**src/hw/sya_pkg.sv**
```systemverilog
// Constants shared by the sync serial adapter design.
// Assumes one core clock domain; the link clock is sampled, not used as clock.
package sya_pkg;
    // Register reset values (both section resets held after reset)
    localparam logic [7:0] C1_RST = 8'h03;
    localparam logic [7:0] C2_RST = 8'h00;
    localparam logic [1:0] C3_RST = 2'h0;
    localparam logic [7:0] SYNC_RST = 8'h00;
    // Control 1 bit positions
    localparam int C1_RXRS = 0;
    localparam int C1_TXRS = 1;
    localparam int C1_STRIP = 2;
    localparam int C1_CLRSYNC = 3;
    localparam int C1_AC1 = 6;
    localparam int C1_AC2 = 7;
    // Control 2 bit positions
    localparam int C2_ONEBYTE = 2;
    localparam int C2_WS_LO = 3;
    localparam int C2_TXSYNC = 6;
    // Control 3 bit positions
    localparam int C3_EXT = 0;
    localparam int C3_ONE = 1;
    localparam int C3_CLRCTS = 2;
    localparam int C3_CLEAR_UNDERFLOW_CMD = 3;
    // Write select codes, {addr_ctl_high, addr_ctl_low}
    localparam logic [1:0] AC_C2 = 2'h0;
    localparam logic [1:0] AC_C3 = 2'h1;
    localparam logic [1:0] AC_SYNC = 2'h2;
    localparam logic [1:0] AC_TX = 2'h3;
    // Status bit positions
    localparam int ST_RDA = 0;
    localparam int ST_TRANSMIT_REGISTER_AVAILABLE = 1;
    localparam int ST_DCD = 2;
    localparam int ST_CTS = 3;
    localparam int ST_TUF = 4;
    localparam int ST_OVRN = 5;
    localparam int ST_PE = 6;
    // Queue geometry
    localparam int STAGES = 3;
    localparam int DW = 8;
    // Receiver character synchronisation states
    typedef enum logic [1:0] {
        SY_HUNT = 2'b00,
        SY_SECOND = 2'b01,
        SY_LOCKED = 2'b10
    } sya_sync_t;
endpackage : sya_pkg

```
**src/hw/sya_adapter.sv**
```systemverilog
// Sync serial adapter: host register port, receiver sync, staged queues.
// Assumes host accesses are one-cycle bus_en strobes on core_clk and that
// line_clk, rx_serial, cts_in and dcd_in are asynchronous pins.
// How it works
// - Reset selects internal sync mode
// - One-sync mode locks on single match
// - Two-sync mode needs two; miss resumes hunt
// - Clear-handshake command drops latched status only
// - Clear-underflow command resets underflow status
// - Sync pattern written at select code two
// - External mode: pattern only matches and fills
// - First match pulses sync-match output
// - Sync fill carries parity only nine-bit format
// - Acquisition sync characters discarded, unchecked
// - Strip drops sync matches; else checked data
// - Three stages per queue (receive stages nine bits), data ripples forward
// - Overrun overwrites stage one, sticky flag
// - Unused receive bits read as zero
// - Transmit masks upper bits, makes parity
// - Underflow sends fill, latches, pulses output
// - Status read-only, reading clears nothing
// - Receive available from stage three/two
// - Transmit available from stage one/two
// - Transmit reset inhibits available, flushes queue
// - Clear-to-send inhibits available in internal modes
// - Carrier rise latched until read pair
`timescale 1ns/1ns

// Staged queue: each full stage moves into an empty neighbour every clock
module sya_stage_fifo #(
    parameter int WIDTH = 8,
    parameter int DEPTH = 3
) (
    // Clock and reset
    input wire logic clk,
    input wire logic rst_b,
    input wire logic flush,
    // Fill side
    input wire logic in_valid,
    output logic in_ready,
    input wire logic overwrite,
    input wire logic [WIDTH-1:0] in_data,
    // Drain side
    output logic out_valid,
    input wire logic out_ready,
    output logic [WIDTH-1:0] out_data,
    output logic [DEPTH-1:0] full
);
    logic [DEPTH-1:0] full_reg, full_next;
    logic [WIDTH-1:0] data_reg [DEPTH];
    logic [WIDTH-1:0] data_next [DEPTH];

    assign in_ready = !full_reg[0];
    assign out_valid = full_reg[DEPTH-1];
    assign out_data = data_reg[DEPTH-1];
    assign full = full_reg;

    // Ripple toward the output; a popped last stage refills next clock
    always_comb begin
        full_next = full_reg;
        data_next = data_reg;
        if (out_ready && full_reg[DEPTH-1]) begin
            full_next[DEPTH-1] = 1'b0;
        end
        for (int i = DEPTH - 2; i >= 0; i--) begin
            if (full_reg[i] && !full_reg[i+1]) begin
                full_next[i+1] = 1'b1;
                full_next[i] = 1'b0;
                data_next[i+1] = data_reg[i];
            end
        end
        if (in_valid && (!full_reg[0] || overwrite)) begin
            full_next[0] = 1'b1;
            data_next[0] = in_data;
        end
        if (flush) begin
            full_next = '0;
        end
    end

    always_ff @(posedge clk) begin
        if (!rst_b) begin
            full_reg <= '0;
        end else begin
            full_reg <= full_next;
        end
        data_reg <= data_next;
    end
endmodule : sya_stage_fifo

module sya_adapter (
    // Clock and reset
    input wire logic core_clk,
    input wire logic rst_b,
    // Host register port
    input wire logic bus_en,
    input wire logic register_select,
    input wire logic bus_rw,
    input wire logic [7:0] bus_wdata,
    output logic [7:0] bus_rdata,
    // Serial line
    input wire logic line_clk,
    input wire logic rx_serial,
    input wire logic cts_in,
    input wire logic dcd_in,
    output logic tx_serial,
    output logic sync_match_output,
    output logic underflow_flag
);
    logic [7:0] c1_reg, c1_next, c2_reg, c2_next, sync_pattern_reg;
    logic [7:0] sync_pattern_next, rdata_reg, rdata_next;
    logic [1:0] c3_reg, c3_next;
    logic [3:0] s1_reg, s2_reg;
    logic [2:0] prev_reg;
    sya_pkg::sya_sync_t state_reg, state_next;
    logic [8:0] rx_sh_reg, rx_sh_next, tx_sh_reg, tx_sh_next, aligned;
    logic [3:0] rx_cnt_reg, rx_cnt_next, tx_cnt_reg, tx_cnt_next;
    logic sm_reg, sm_next, tx_out_reg, tx_out_next, uf_out_reg, uf_out_next;
    logic uf_pend_reg, uf_pend_next, ovrn_reg, ovrn_next, seen_reg, seen_next;
    logic dcd_lat_reg, dcd_lat_next, cts_lat_reg, cts_lat_next;
    logic tuf_reg, tuf_next;
    // Decoded controls and events
    logic [2:0] ws;
    logic [3:0] db, char_len, scl;
    logic [7:0] dmask, smask, status;
    logic par_en, par_odd, ext, one_sync, one_byte, receiver_reset_bit, transmitter_reset_bit, strip;
    logic st_rd, fifo_rd, wr, wr_c3, lrise, lfall, dcd_rise, cts_rise;
    logic match, rx_push, ovrn_set, tuf_set, clr_rx, receive_data_available, transmit_register_available;
    logic rx_valid, tx_valid, tx_pop, tx_flush, tx_wr;
    localparam int STG = sya_pkg::STAGES;
    logic [8:0] rx_out;
    logic [7:0] tx_out_data;
    logic [STG-1:0] rx_full, tx_full;

    assign bus_rdata = rdata_reg;
    assign tx_serial = tx_out_reg;
    assign sync_match_output = sm_reg;
    assign underflow_flag = uf_out_reg;

    // Word format decode; sync length is the character length, eight bits in nine-bit formats
    always_comb begin
        ws = c2_reg[sya_pkg::C2_WS_LO +: 3];
        case (ws)
            3'h0, 3'h1: db = 4'h6;
            3'h2, 3'h4, 3'h5: db = 4'h7;
            default: db = 4'h8;
        endcase
        par_en = (ws != 3'h2) && (ws != 3'h3);
        par_odd = ws[0];
        char_len = db + {3'h0, par_en};
        scl = (ws[2:1] == 2'h3) ? 4'h8 : char_len;
        dmask = 8'((9'h001 << db) - 9'h001);
        smask = 8'((9'h001 << scl) - 9'h001);
    end

    // Host strobes and mode bits
    always_comb begin
        st_rd = bus_en && !register_select && bus_rw;
        fifo_rd = bus_en && register_select && bus_rw;
        wr = bus_en && register_select && !bus_rw;
        wr_c3 = wr && ({c1_reg[sya_pkg::C1_AC2], c1_reg[sya_pkg::C1_AC1]}
            == sya_pkg::AC_C3);
        tx_wr = wr && ({c1_reg[sya_pkg::C1_AC2], c1_reg[sya_pkg::C1_AC1]}
            == sya_pkg::AC_TX);
        // Flush only on the reset write, so the queue can be preloaded
        tx_flush = bus_en && !register_select && !bus_rw
            && bus_wdata[sya_pkg::C1_TXRS];
        ext = c3_reg[sya_pkg::C3_EXT];
        one_sync = c3_reg[sya_pkg::C3_ONE];
        one_byte = c2_reg[sya_pkg::C2_ONEBYTE];
        receiver_reset_bit = c1_reg[sya_pkg::C1_RXRS];
        transmitter_reset_bit = c1_reg[sya_pkg::C1_TXRS];
        strip = c1_reg[sya_pkg::C1_STRIP];
        lrise = s2_reg[0] && !prev_reg[0];
        lfall = !s2_reg[0] && prev_reg[0];
        dcd_rise = s2_reg[3] && !prev_reg[2];
        cts_rise = s2_reg[2] && !prev_reg[1];
    end

    // Receive queue: nine bits, parity error rides with each character
    sya_stage_fifo #(.WIDTH(sya_pkg::DW + 1), .DEPTH(STG)) u_rxq (
        .clk(core_clk),
        .rst_b(rst_b),
        .flush(receiver_reset_bit),
        .in_valid(rx_push),
        .in_ready(),
        .overwrite(1'b1),
        .in_data({ (par_en && aligned[db] != (par_odd ?
            ~^(aligned[7:0] & dmask) : ^(aligned[7:0] & dmask))),
            aligned[7:0] & dmask }),
        .out_valid(rx_valid),
        .out_ready(fifo_rd),
        .out_data(rx_out),
        .full(rx_full)
    );

    // Transmit queue; host writes to a full first stage are dropped
    sya_stage_fifo #(.WIDTH(sya_pkg::DW), .DEPTH(STG)) u_txq (
        .clk(core_clk),
        .rst_b(rst_b),
        .flush(tx_flush),
        .in_valid(tx_wr),
        .in_ready(),
        .overwrite(1'b0),
        .in_data(bus_wdata),
        .out_valid(tx_valid),
        .out_ready(tx_pop),
        .out_data(tx_out_data),
        .full(tx_full)
    );

    // Host-visible availability and status byte; top bit has no source
    always_comb begin
        receive_data_available = one_byte ? rx_full[2] : (rx_full[1] && rx_full[2]);
        transmit_register_available = !transmitter_reset_bit && !(s2_reg[2] && !ext)
            && (one_byte ? !tx_full[0] : !tx_full[0] && !tx_full[1]);
        status = 8'h00;
        status[sya_pkg::ST_RDA] = receive_data_available;
        status[sya_pkg::ST_TRANSMIT_REGISTER_AVAILABLE] = transmit_register_available;
        status[sya_pkg::ST_DCD] = dcd_lat_reg || s2_reg[3];
        status[sya_pkg::ST_CTS] = cts_lat_reg || s2_reg[2];
        status[sya_pkg::ST_TUF] = tuf_reg;
        status[sya_pkg::ST_OVRN] = ovrn_reg;
        status[sya_pkg::ST_PE] = rx_valid && rx_out[8];
    end

    // Registers, sticky flags and read data; a set beats a clear
    always_comb begin
        c1_next = c1_reg;
        c2_next = c2_reg;
        c3_next = c3_reg;
        sync_pattern_next = sync_pattern_reg;
        rdata_next = rdata_reg;
        if (bus_en && !register_select && !bus_rw) begin
            c1_next = bus_wdata;
        end
        if (wr) begin
            case ({c1_reg[sya_pkg::C1_AC2], c1_reg[sya_pkg::C1_AC1]})
                sya_pkg::AC_C2: c2_next = bus_wdata;
                sya_pkg::AC_C3: c3_next = bus_wdata[1:0];
                sya_pkg::AC_SYNC: sync_pattern_next = bus_wdata;
                default: c2_next = c2_reg;
            endcase
        end
        if (st_rd) begin
            rdata_next = status;
        end else if (fifo_rd) begin
            rdata_next = rx_valid ? rx_out[7:0] & dmask : 8'h00;
        end
        seen_next = st_rd ? 1'b1 : (fifo_rd ? 1'b0 : seen_reg);
        clr_rx = fifo_rd && seen_reg;
        ovrn_next = ovrn_set || (ovrn_reg && !(clr_rx || receiver_reset_bit));
        dcd_lat_next = dcd_rise
            || (dcd_lat_reg && !(clr_rx || receiver_reset_bit));
        cts_lat_next = cts_rise || (cts_lat_reg
            && !((wr_c3 && bus_wdata[sya_pkg::C3_CLRCTS]) || transmitter_reset_bit));
        tuf_next = tuf_set || (tuf_reg
            && !((wr_c3 && bus_wdata[sya_pkg::C3_CLEAR_UNDERFLOW_CMD]) || transmitter_reset_bit));
    end

    // Receiver: bit-by-bit hunt, then character framing
    always_comb begin
        rx_sh_next = rx_sh_reg;
        rx_cnt_next = rx_cnt_reg;
        state_next = state_reg;
        sm_next = 1'b0;
        rx_push = 1'b0;
        aligned = ({s2_reg[1], rx_sh_reg[8:1]}) >> (4'h9 - char_len);
        match = (aligned[7:0] & smask) == (sync_pattern_reg & smask);
        ovrn_set = 1'b0;
        if (receiver_reset_bit || c1_reg[sya_pkg::C1_CLRSYNC]) begin
            state_next = sya_pkg::SY_HUNT;
            rx_cnt_next = 4'h0;
            rx_sh_next = 9'h1ff;
        end else if (ext && state_reg != sya_pkg::SY_LOCKED) begin
            if (s2_reg[3]) begin
                state_next = sya_pkg::SY_LOCKED;
                rx_cnt_next = 4'h0;
            end
        end else if (ext && !s2_reg[3]) begin
            state_next = sya_pkg::SY_HUNT;
        end else if (lrise) begin
            rx_sh_next = {s2_reg[1], rx_sh_reg[8:1]};
            rx_cnt_next = rx_cnt_reg + 4'h1;
            case (state_reg)
                sya_pkg::SY_HUNT: begin
                    rx_cnt_next = 4'h0;
                    if (match) begin
                        sm_next = 1'b1;
                        state_next = one_sync ? sya_pkg::SY_LOCKED
                            : sya_pkg::SY_SECOND;
                    end
                end
                sya_pkg::SY_SECOND: begin
                    if (rx_cnt_next == char_len) begin
                        rx_cnt_next = 4'h0;
                        state_next = match ? sya_pkg::SY_LOCKED
                            : sya_pkg::SY_HUNT;
                    end
                end
                sya_pkg::SY_LOCKED: begin
                    if (rx_cnt_next == char_len) begin
                        rx_cnt_next = 4'h0;
                        rx_push = !(strip && match);
                        ovrn_set = rx_push && rx_full[0] && rx_full[1];
                    end
                end
                default: state_next = sya_pkg::SY_HUNT;
            endcase
        end
    end

    // Transmitter: shift on link clock fall, fill on underflow
    always_comb begin
        tx_sh_next = tx_sh_reg;
        tx_cnt_next = tx_cnt_reg;
        tx_out_next = tx_out_reg;
        uf_out_next = uf_out_reg;
        uf_pend_next = uf_pend_reg;
        tx_pop = 1'b0;
        tuf_set = 1'b0;
        if (lrise && uf_pend_reg) begin
            uf_out_next = 1'b1;
            uf_pend_next = 1'b0;
        end
        if (transmitter_reset_bit) begin
            tx_sh_next = 9'h1ff;
            tx_cnt_next = 4'h0;
            tx_out_next = 1'b1;
            uf_pend_next = 1'b0;
        end else if (lfall) begin
            uf_out_next = 1'b0;
            if (tx_cnt_reg != 4'h0) begin
                tx_out_next = tx_sh_reg[0];
                tx_sh_next = tx_sh_reg >> 1;
                tx_cnt_next = tx_cnt_reg - 4'h1;
            end else begin
                tx_cnt_next = char_len - 4'h1;
                if (tx_valid) begin
                    tx_pop = 1'b1;
                    tx_sh_next = {1'b0, tx_out_data & dmask}
                        | (9'(par_en && (par_odd ? ~^(tx_out_data & dmask)
                        : ^(tx_out_data & dmask))) << db);
                end else if (c2_reg[sya_pkg::C2_TXSYNC]) begin
                    tuf_set = 1'b1;
                    uf_pend_next = 1'b1;
                    tx_sh_next = {1'b0, sync_pattern_reg & smask}
                        | (9'(ws[2:1] == 2'h3 && (par_odd ?
                        ~^sync_pattern_reg : ^sync_pattern_reg)) << 8);
                end else begin
                    tx_sh_next = 9'h1ff;
                end
                tx_out_next = tx_sh_next[0];
                tx_sh_next = tx_sh_next >> 1;
            end
        end
    end

    // State registers; synchroniser first stage feeds only the second
    always_ff @(posedge core_clk) begin
        s1_reg <= {dcd_in, cts_in, rx_serial, line_clk};
        s2_reg <= s1_reg;
        prev_reg <= {s2_reg[3], s2_reg[2], s2_reg[0]};
        rx_sh_reg <= rx_sh_next;
        tx_sh_reg <= tx_sh_next;
        if (!rst_b) begin
            c1_reg <= sya_pkg::C1_RST;
            c2_reg <= sya_pkg::C2_RST;
            c3_reg <= sya_pkg::C3_RST;
            sync_pattern_reg <= sya_pkg::SYNC_RST;
            rdata_reg <= 8'h00;
            state_reg <= sya_pkg::SY_HUNT;
            {rx_cnt_reg, tx_cnt_reg} <= 8'h00;
            {sm_reg, uf_out_reg, uf_pend_reg, ovrn_reg} <= 4'h0;
            {seen_reg, dcd_lat_reg, cts_lat_reg, tuf_reg} <= 4'h0;
            tx_out_reg <= 1'b1;
        end else begin
            c1_reg <= c1_next;
            c2_reg <= c2_next;
            c3_reg <= c3_next;
            sync_pattern_reg <= sync_pattern_next;
            rdata_reg <= rdata_next;
            state_reg <= state_next;
            {rx_cnt_reg, tx_cnt_reg} <= {rx_cnt_next, tx_cnt_next};
            {sm_reg, uf_out_reg, uf_pend_reg} <=
                {sm_next, uf_out_next, uf_pend_next};
            {ovrn_reg, seen_reg} <= {ovrn_next, seen_next};
            {dcd_lat_reg, cts_lat_reg, tuf_reg} <=
                {dcd_lat_next, cts_lat_next, tuf_next};
            tx_out_reg <= tx_out_next;
        end
    end
endmodule : sya_adapter

```
**config.mk**
```make
export PLATFORM = sky130hd
export DESIGN_NAME = sya_adapter
export DESIGN_NICKNAME = d
export VERILOG_FILES = /design/src/hw/sya_pkg.sv /design/src/hw/sya_adapter.sv
export SDC_FILE = /design/constraint.sdc
export NUM_CORES = 1
export LEC_CHECK = 0
export ABC_AREA = 1
export BUFFER_PORTS_ARGS = -buffer_cell sky130_fd_sc_hd__buf_2
export CAP_MARGIN = 0
export CORE_MARGIN = 2
export CORE_UTILIZATION = 60
export DETAILED_ROUTE_END_ITERATION = 6
export PLACE_DENSITY_LB_ADDON = 0.1
export RECOVER_POWER = 25
export SETUP_SLACK_MARGIN = 0.4
export SLEW_MARGIN = 40
export SYNTH_ARGS = -nofsm -noshare
export SYNTH_HDL_FRONTEND = slang
export SYNTH_SLANG_ARGS = --single-unit
```
**constraint.sdc**
```tcl
create_clock -name core_clk -period 2.4 [get_ports core_clk]
set_input_delay 0.36 -clock core_clk [delete_from_list [all_inputs] [get_ports core_clk]]
set_output_delay 0.36 -clock core_clk [all_outputs]
set_load 0.02 [all_outputs]
```
Word level (Yosys, flattened, before mapping)
Index checks and enable logic that the tools add are counted.
{ "op_classes": {"n_shift": 4, "eq_ne": 21, "n_lt_le_gt_ge": 1, "n_mux": 72, "addsub": 7, "bitwise_logic": 12, "n_reduce_logical": 106} }
{ "op_table": {"columns": ["operator", "n"], "rows": [
  ["$logic_and 1x1->1", 43],
  ["$mux 1", 43],
  ["$and 8x8->8", 5],
  ["$mux 4", 7],
  ["$mux 2", 12],
  ["$reduce_xnor 8->1", 3],
  ["$reduce_xor 8->1", 3],
  ["$logic_not 1->1", 19],
  ["$mux 9", 2],
  ["$or 8x9->9", 2],
  ["$mux 8", 2],
  ["$pmux 4 s2", 2],
  ["$reduce_bool 2->1", 8],
  ["$shl 1x4->8 const A", 2],
  ["$sub 8x1->8 const B", 2],
  ["$mux 7", 2],
  ["$reduce_or 2->1", 7],
  ["$logic_or 1x1->1", 10],
  ["$shl 1x4->9", 1],
  ["$shr 9x4->9", 1],
  ["$eq 2x2->1 const B", 4],
  ["$eq 8x8->1", 1],
  ["$ne 4x4->1 const B", 2],
  ["$sub 4x1->4 const B", 2],
  ["25 further kinds", 38]
]} }
{ "word_totals": {"wordCells": 258, "reg_bits": 138, "in_bits": 17, "output_inout_bits": 11} }

Longest topological paths before layout
{ "logic_depth": {"depth_word": 20, "ltp_mapped": 17, "depth_no_buf": 16} }

By module
Synthesis repeated with hierarchy kept, for this count alone.
{ "unflattened": {"hier_cells": 717, "hier_area_um2": 6163.4} }
{ "by_module_without_submodules": {"columns": ["mod", "instances", "seq_area_each_um2", "cells_each", "area_each_um2"], "rows": [
  ["sya_adapter", 1, 1521.5, 605, 4204.0],
  ["sya_stage_fifo (u_rxq)", 1, 870.8, 58, 1028.5],
  ["sya_stage_fifo (u_txq)", 1, 780.7, 54, 930.9]
]} }

Worst setup path after synthesis
Ideal clock, no wire load.
{ "synth_timing": {"kind": "input-to-reg", "start": "in register_select", "end": "reg u_txq.data_reg[16] (netlist bit) (enable)", "path_stages": 4, "arrival_ps": 1527, "t_required_ps": 2002, "setup_time_ps": 398, "n_path_buf": 0, "path_slack_ps": 475, "cell_sequence": "inv_1 nor3_1 inv_1 nor4_1"} }
{ "synth_via": {"elab_chain_cells": 4} }
{ "synth_lines": {"columns": ["element", "line", "rtl"], "rows": [
  ["from (decl)", "sya_adapter.sv:97", "input wire logic register_select,"],
  ["$logic_and 1x1->1 (2 in a row)", "sya_adapter.sv:160", "wr = bus_en && register_select && !bus_rw;"],
  ["$logic_and 1x1->1", "sya_adapter.sv:163", "tx_wr = wr && ({c1_reg[sya_pkg::C1_AC2], c1_reg[sya_pkg::C1_AC1]}"],
  ["$logic_and 1x1->1", "sya_adapter.sv:72", "if (in_valid && (!full_reg[0] || overwrite)) begin"],
  ["to (signal assigned)", "sya_adapter.sv:87", "data_reg <= data_next;"],
  ["to (decl)", "sya_adapter.sv:50", "logic [WIDTH-1:0] data_reg [DEPTH];"]
]} }
No other way between the ends.
A chain may end at the register's enable or synchronous reset.

Worst setup path in the final report
{ "layout_timing": {"start": "reg c2_reg[4]", "end": "reg state_reg[1]"} }
{ "layout_via": {"elab_chain_cells": 15, "elab_cells_between_ends": 31, "classes_between": "add/sub (3); eq/ne (11); shift (2); mux (8); bitwise (2); reduce/logical (5)"} }
{ "layout_lines": {"columns": ["element", "line", "rtl"], "rows": [
  ["from (decl)", "sya_adapter.sv:110", "logic [7:0] c1_reg, c1_next, c2_reg, c2_next, sync_pattern_reg;"],
  ["from (signal assigned)", "sya_adapter.sv:368", "c2_reg <= sya_pkg::C2_RST;"],
  ["from (signal assigned)", "sya_adapter.sv:379", "c2_reg <= c2_next;"],
  ["$eq 3x2->1, or another cell as far along", "sya_adapter.sv:143", "case (ws)"],
  ["$reduce_or 3->1 or $reduce_or 2->1 (tied branches)", "sya_adapter.sv:143", null],
  ["$pmux 4 s2", "sya_adapter.sv:143", null],
  ["$add 4x1->4", "sya_adapter.sv:150", "char_len = db + {3'h0, par_en};"],
  ["$mux 4", "sya_adapter.sv:151", "scl = (ws[2:1] == 2'h3) ? 4'h8 : char_len;"],
  ["$shl 1x4->8", "sya_adapter.sv:153", "smask = 8'((9'h001 << scl) - 9'h001);"],
  ["$sub 8x1->8", "sya_adapter.sv:153", null],
  ["$and 8x8->8", "sya_adapter.sv:269", "match = (aligned[7:0] & smask) == (sync_pattern_reg & smask);"],
  ["$eq 8x8->1", "sya_adapter.sv:269", null],
  ["$mux 2", "sya_adapter.sv:297", "state_next = match ? sya_pkg::SY_LOCKED"],
  ["$mux 2", "sya_adapter.sv:295", "if (rx_cnt_next == char_len) begin"],
  ["$pmux 2 s3", "sya_adapter.sv:285", "case (state_reg)"],
  ["$mux 2", "sya_adapter.sv:282", "end else if (lrise) begin"],
  ["$mux 2", "sya_adapter.sv:280", "end else if (ext && !s2_reg[3]) begin"],
  ["$mux 2", "sya_adapter.sv:275", "end else if (ext && state_reg != sya_pkg::SY_LOCKED) begin"],
  ["to (signal assigned)", "sya_adapter.sv:372", "state_reg <= sya_pkg::SY_HUNT;"],
  ["to (signal assigned)", "sya_adapter.sv:383", "state_reg <= state_next;"],
  ["to (decl)", "sya_adapter.sv:115", "sya_pkg::sya_sync_t state_reg, state_next;"]
]} }
Several ways; a longest one is shown, not always the timed one. The select of a mux whose other input is x is not followed.

==> summary.md <==
| Metric | Value |
|---|---|
| Die area | 0.01058 mm2 |
| Area contributors post-synth | dfxtp_1, edfxtp_1, nand2_1 |
| Chip width | 102.8 um |
| Final Cell Area | 0.006998 mm2 |
| Pwr/cell area | 758.0 mW/mm2 |
| Leakage power | 3.056 nW |
| CTS tree | built |
| Worst path slowest cell | dfxtp_4 |
| Rows | 36 |
| Layout cells sized above 1 | 15.12% |
| Dpl hpwl | 10.93 mm |
| Crit Path Max Fanout | 6 |
| 1st-iter DRT viols | 419 |
| Pins Over Slew Limit | 0 |
| Post-placement cell area | 0.006202 mm2 |
| Max frequency | 0.5263 GHz |
| Largest family of logic cells by synthesized area | simple AND/OR/NAND/NOR gates |
| Yosys top cell area share | 28.00% |
| CORE AREA | 0.009639 mm2 |
| Worst slew pin tran | 0.7375 ns |
| Number of global-route vias before repair | 4527 |
| Synth Area in Adders | 1.708% |
| Fillers | 752 |
| Final Setup Violations | 0 |
| Clock buffer depth | 2 |
| Fin. Hold Viols | 0 |
| GRT overflow | 0 |
| Layout area overhead | 19.38% |
| Final min period | 1.900 ns |
| Via count | 4987 |
| Syn Inst Count | 699 |
| Outcome | complete, no violations |
| WS Path Type | reg2reg |
| Synthesized area per cell | 8.386 um2 |
| Crit-path most repeated cell | nand2_1 |
| Proportion of synthesized area in mux cells | 0% |
| First-pass GRT wire length | 23.00 mm |
| Avg WL per Cell | 16.83 um |
| Setup WS pre-CTS | 0.1246 ns |
| CP Data Required Time | 2.87 ns |
| Relative slew slack | 50.65% |
| Gpl congestion | 0.9248 |
| Ant. Diodes | 0 |
| Peak supply drop | 0.4975 mV |
| Clock latency on the worst-skew pair | 0.53 ns |
| Yosys cell types | 37 |
| Fin crit share | 79.16% |
| Tot GR Track Use | 30.08% |
| Synth Area in XOR/XNOR | 2.540% |
| Pin count of the biggest net entering global routing | 23 |
| Final core occ | 72.60% |
| Post-route ant nets | 0 |
| Worst-path cell chain | nand2_4 > nand2_8 > buf_4 > nand2_1 > xor2_1 > nand3_2 > nand3_1 > nand2_1 > nor2_1 > nand2_1 > nand2_1 > nand2_1 > nor2_1 |
| Hold Crit Class | in2reg |
| Die Ht | 102.8 um |
| Synth Area in Compound Gates | 11.08% |
| Antenna violations before repair | 0 |
| Critical Path End Type | flop |
| CTS buffer count | 17 |
| Critical Path AT | 2.37 ns |
| Clk_skew | 0.007899 ns |
| Fin nets | 786 |
| Final WS setup | 0.5001 ns |
| Synth warn | 0 |
| IO buf count | 27 |
| Max reg flops | 18 |
| Area leader, netlist | dfxtp_1 |
| Vias per cell | 5.498 |
| Clock sink total | 133 |
| Post-synth EDFFs | 51 |
| Mapped cell area | 0.005862 mm2 |
| IO Count | 28 |
| Startpoint Class | flop |
| Flop and latch count out of synthesis | 133 |
| CTS Root Buffer Type | clkbuf_8 |
| H-tree Lvls | 4 |
| Top cells by count, synth | nand2_1, inv_1, dfxtp_1 |
| Main synth FF type | dfxtp_1 |
| CP max stage delay | 0.38 ns |
| Max-cap viol count | 0 |
| Final wirelength | 15.26 mm |
| Sequential element share of the synthesized area | 54.13% |
| Reg clk slew, reported paths | 0.06 ns |
| Async S/R FF share, synth | 0% |
| Setup TNS | 0 ns |
| Drt first pass iters | 5 |
| Synth Area in Simple Gates | 23.27% |
| RSZ-0062 raised after global routing | yes |
| Starting Density | 60.81% |
| Count leader, synth | nand2_1 |
| DRC viols | 0 |
area by class of cell:
class,count,area [um2],share of cell area (%)
Sequential cell,133,3182,45.47
Clock inverter,14,158.9,2.271
Clock buffer,18,417.9,5.972
Tap cell,133,166.4,2.378
Timing Repair Buffer,53,330.3,4.720
Multi-Input combinational cell,464,2375,33.94
Inverter,92,367.9,5.257
final timing paths:
check,slack (ns),startpoint,end,cells past startpoint
hold reg to reg,0.33,s1_reg[1]$_DFF_P_,s2_reg[1]$_DFF_P_,0
hold / removal,0.07,bus_wdata[5],u_txq.data_reg[21]$_DFFE_PP_,1
setup / recovery,0.50,c2_reg[4]$_SDFFE_PN0P_,state_reg[1]$_SDFFE_PP0P_,13
setup reg to reg,0.50,c2_reg[4]$_SDFFE_PN0P_,state_reg[1]$_SDFFE_PP0P_,13
per-layer routing:
metal	part of all wire, %	up-vias	GRT usage (%)
met1	41	2313	38.70
met3	7.7	44	8.678
met2	48	201	48.47
li1	-	2429	-
met4	3.3	0	11.44
met5	0	-	0
power by group:
group,switching (mW),internal [mW]
clock,0.962,1.57
sequential,0.0273,2.36
combinational,0.251,0.128
critical path, delay by kind of cell, from the launching register on:
family | cells | cell delay, ns
buf+inv | 1 | 0.16
simple gates | 11 | 1.11
flops | 1 | 0.38
xor+xnor | 1 | 0.18
cell usage in the layout (no fill, tap or decap), types with 4 or more instances in the layout:
| master | n |
|---|---|
| inv_1 | 82 |
| a211oi_1 | 5 |
| nand3_2 | 8 |
| buf_4 | 22 |
| xor2_1 | 8 |
| clkbuf_16 | 16 |
| xnor2_1 | 9 |
| nor2_2 | 7 |
| o211ai_1 | 13 |
| nor3_1 | 7 |
| nand2_2 | 14 |
| conb_1 | 4 |
| clkinv_1 | 5 |
| buf_2 | 19 |
| dlygate4sd3_1 | 4 |
| ha_1 | 7 |
| a21oi_1 | 52 |
| nand3b_1 | 4 |
| nand2_1 | 170 |
| nand4_1 | 5 |
| o221ai_1 | 5 |
| o21ai_0 | 28 |
| clkinv_2 | 4 |
| dfxtp_1 | 79 |
| nor2_1 | 53 |
| edfxtp_1 | 51 |
| clkbuf_1 | 9 |
| nand3_1 | 47 |
through the flow:
step	hold WS, ns	total power, mW	cells
2_1_floorplan	0.3096	2.663	702
3_3_place_gp	0.3155	2.762	862
3_5_place_dp	0.3135	2.771	862
4_1_cts	0.02171	5.281	898
5_1_grt	0.05906	5.485	907
6_report	0.06768	5.304	907
kinds of logic (layout without fill, tap and decap cells):
group | after synthesis | in the layout
compound gates | 113 | 113
xor+xnor | 17 | 17
fa+ha+maj | 8 | 8
buf+inv | 106 | 177
flops | 133 | 133
other cells | 1 | 4
simple gates | 321 | 322
what timing repair did:
action	in CTS	in global routing
pin swaps	0	5
hold endpoints to repair	4	0
cloned	0	1
resized for setup	8	33
buffers inserted	0	8
hold buffers	4	0
setup endpoints to repair	16	17
(Power assumes the default switching activity.)
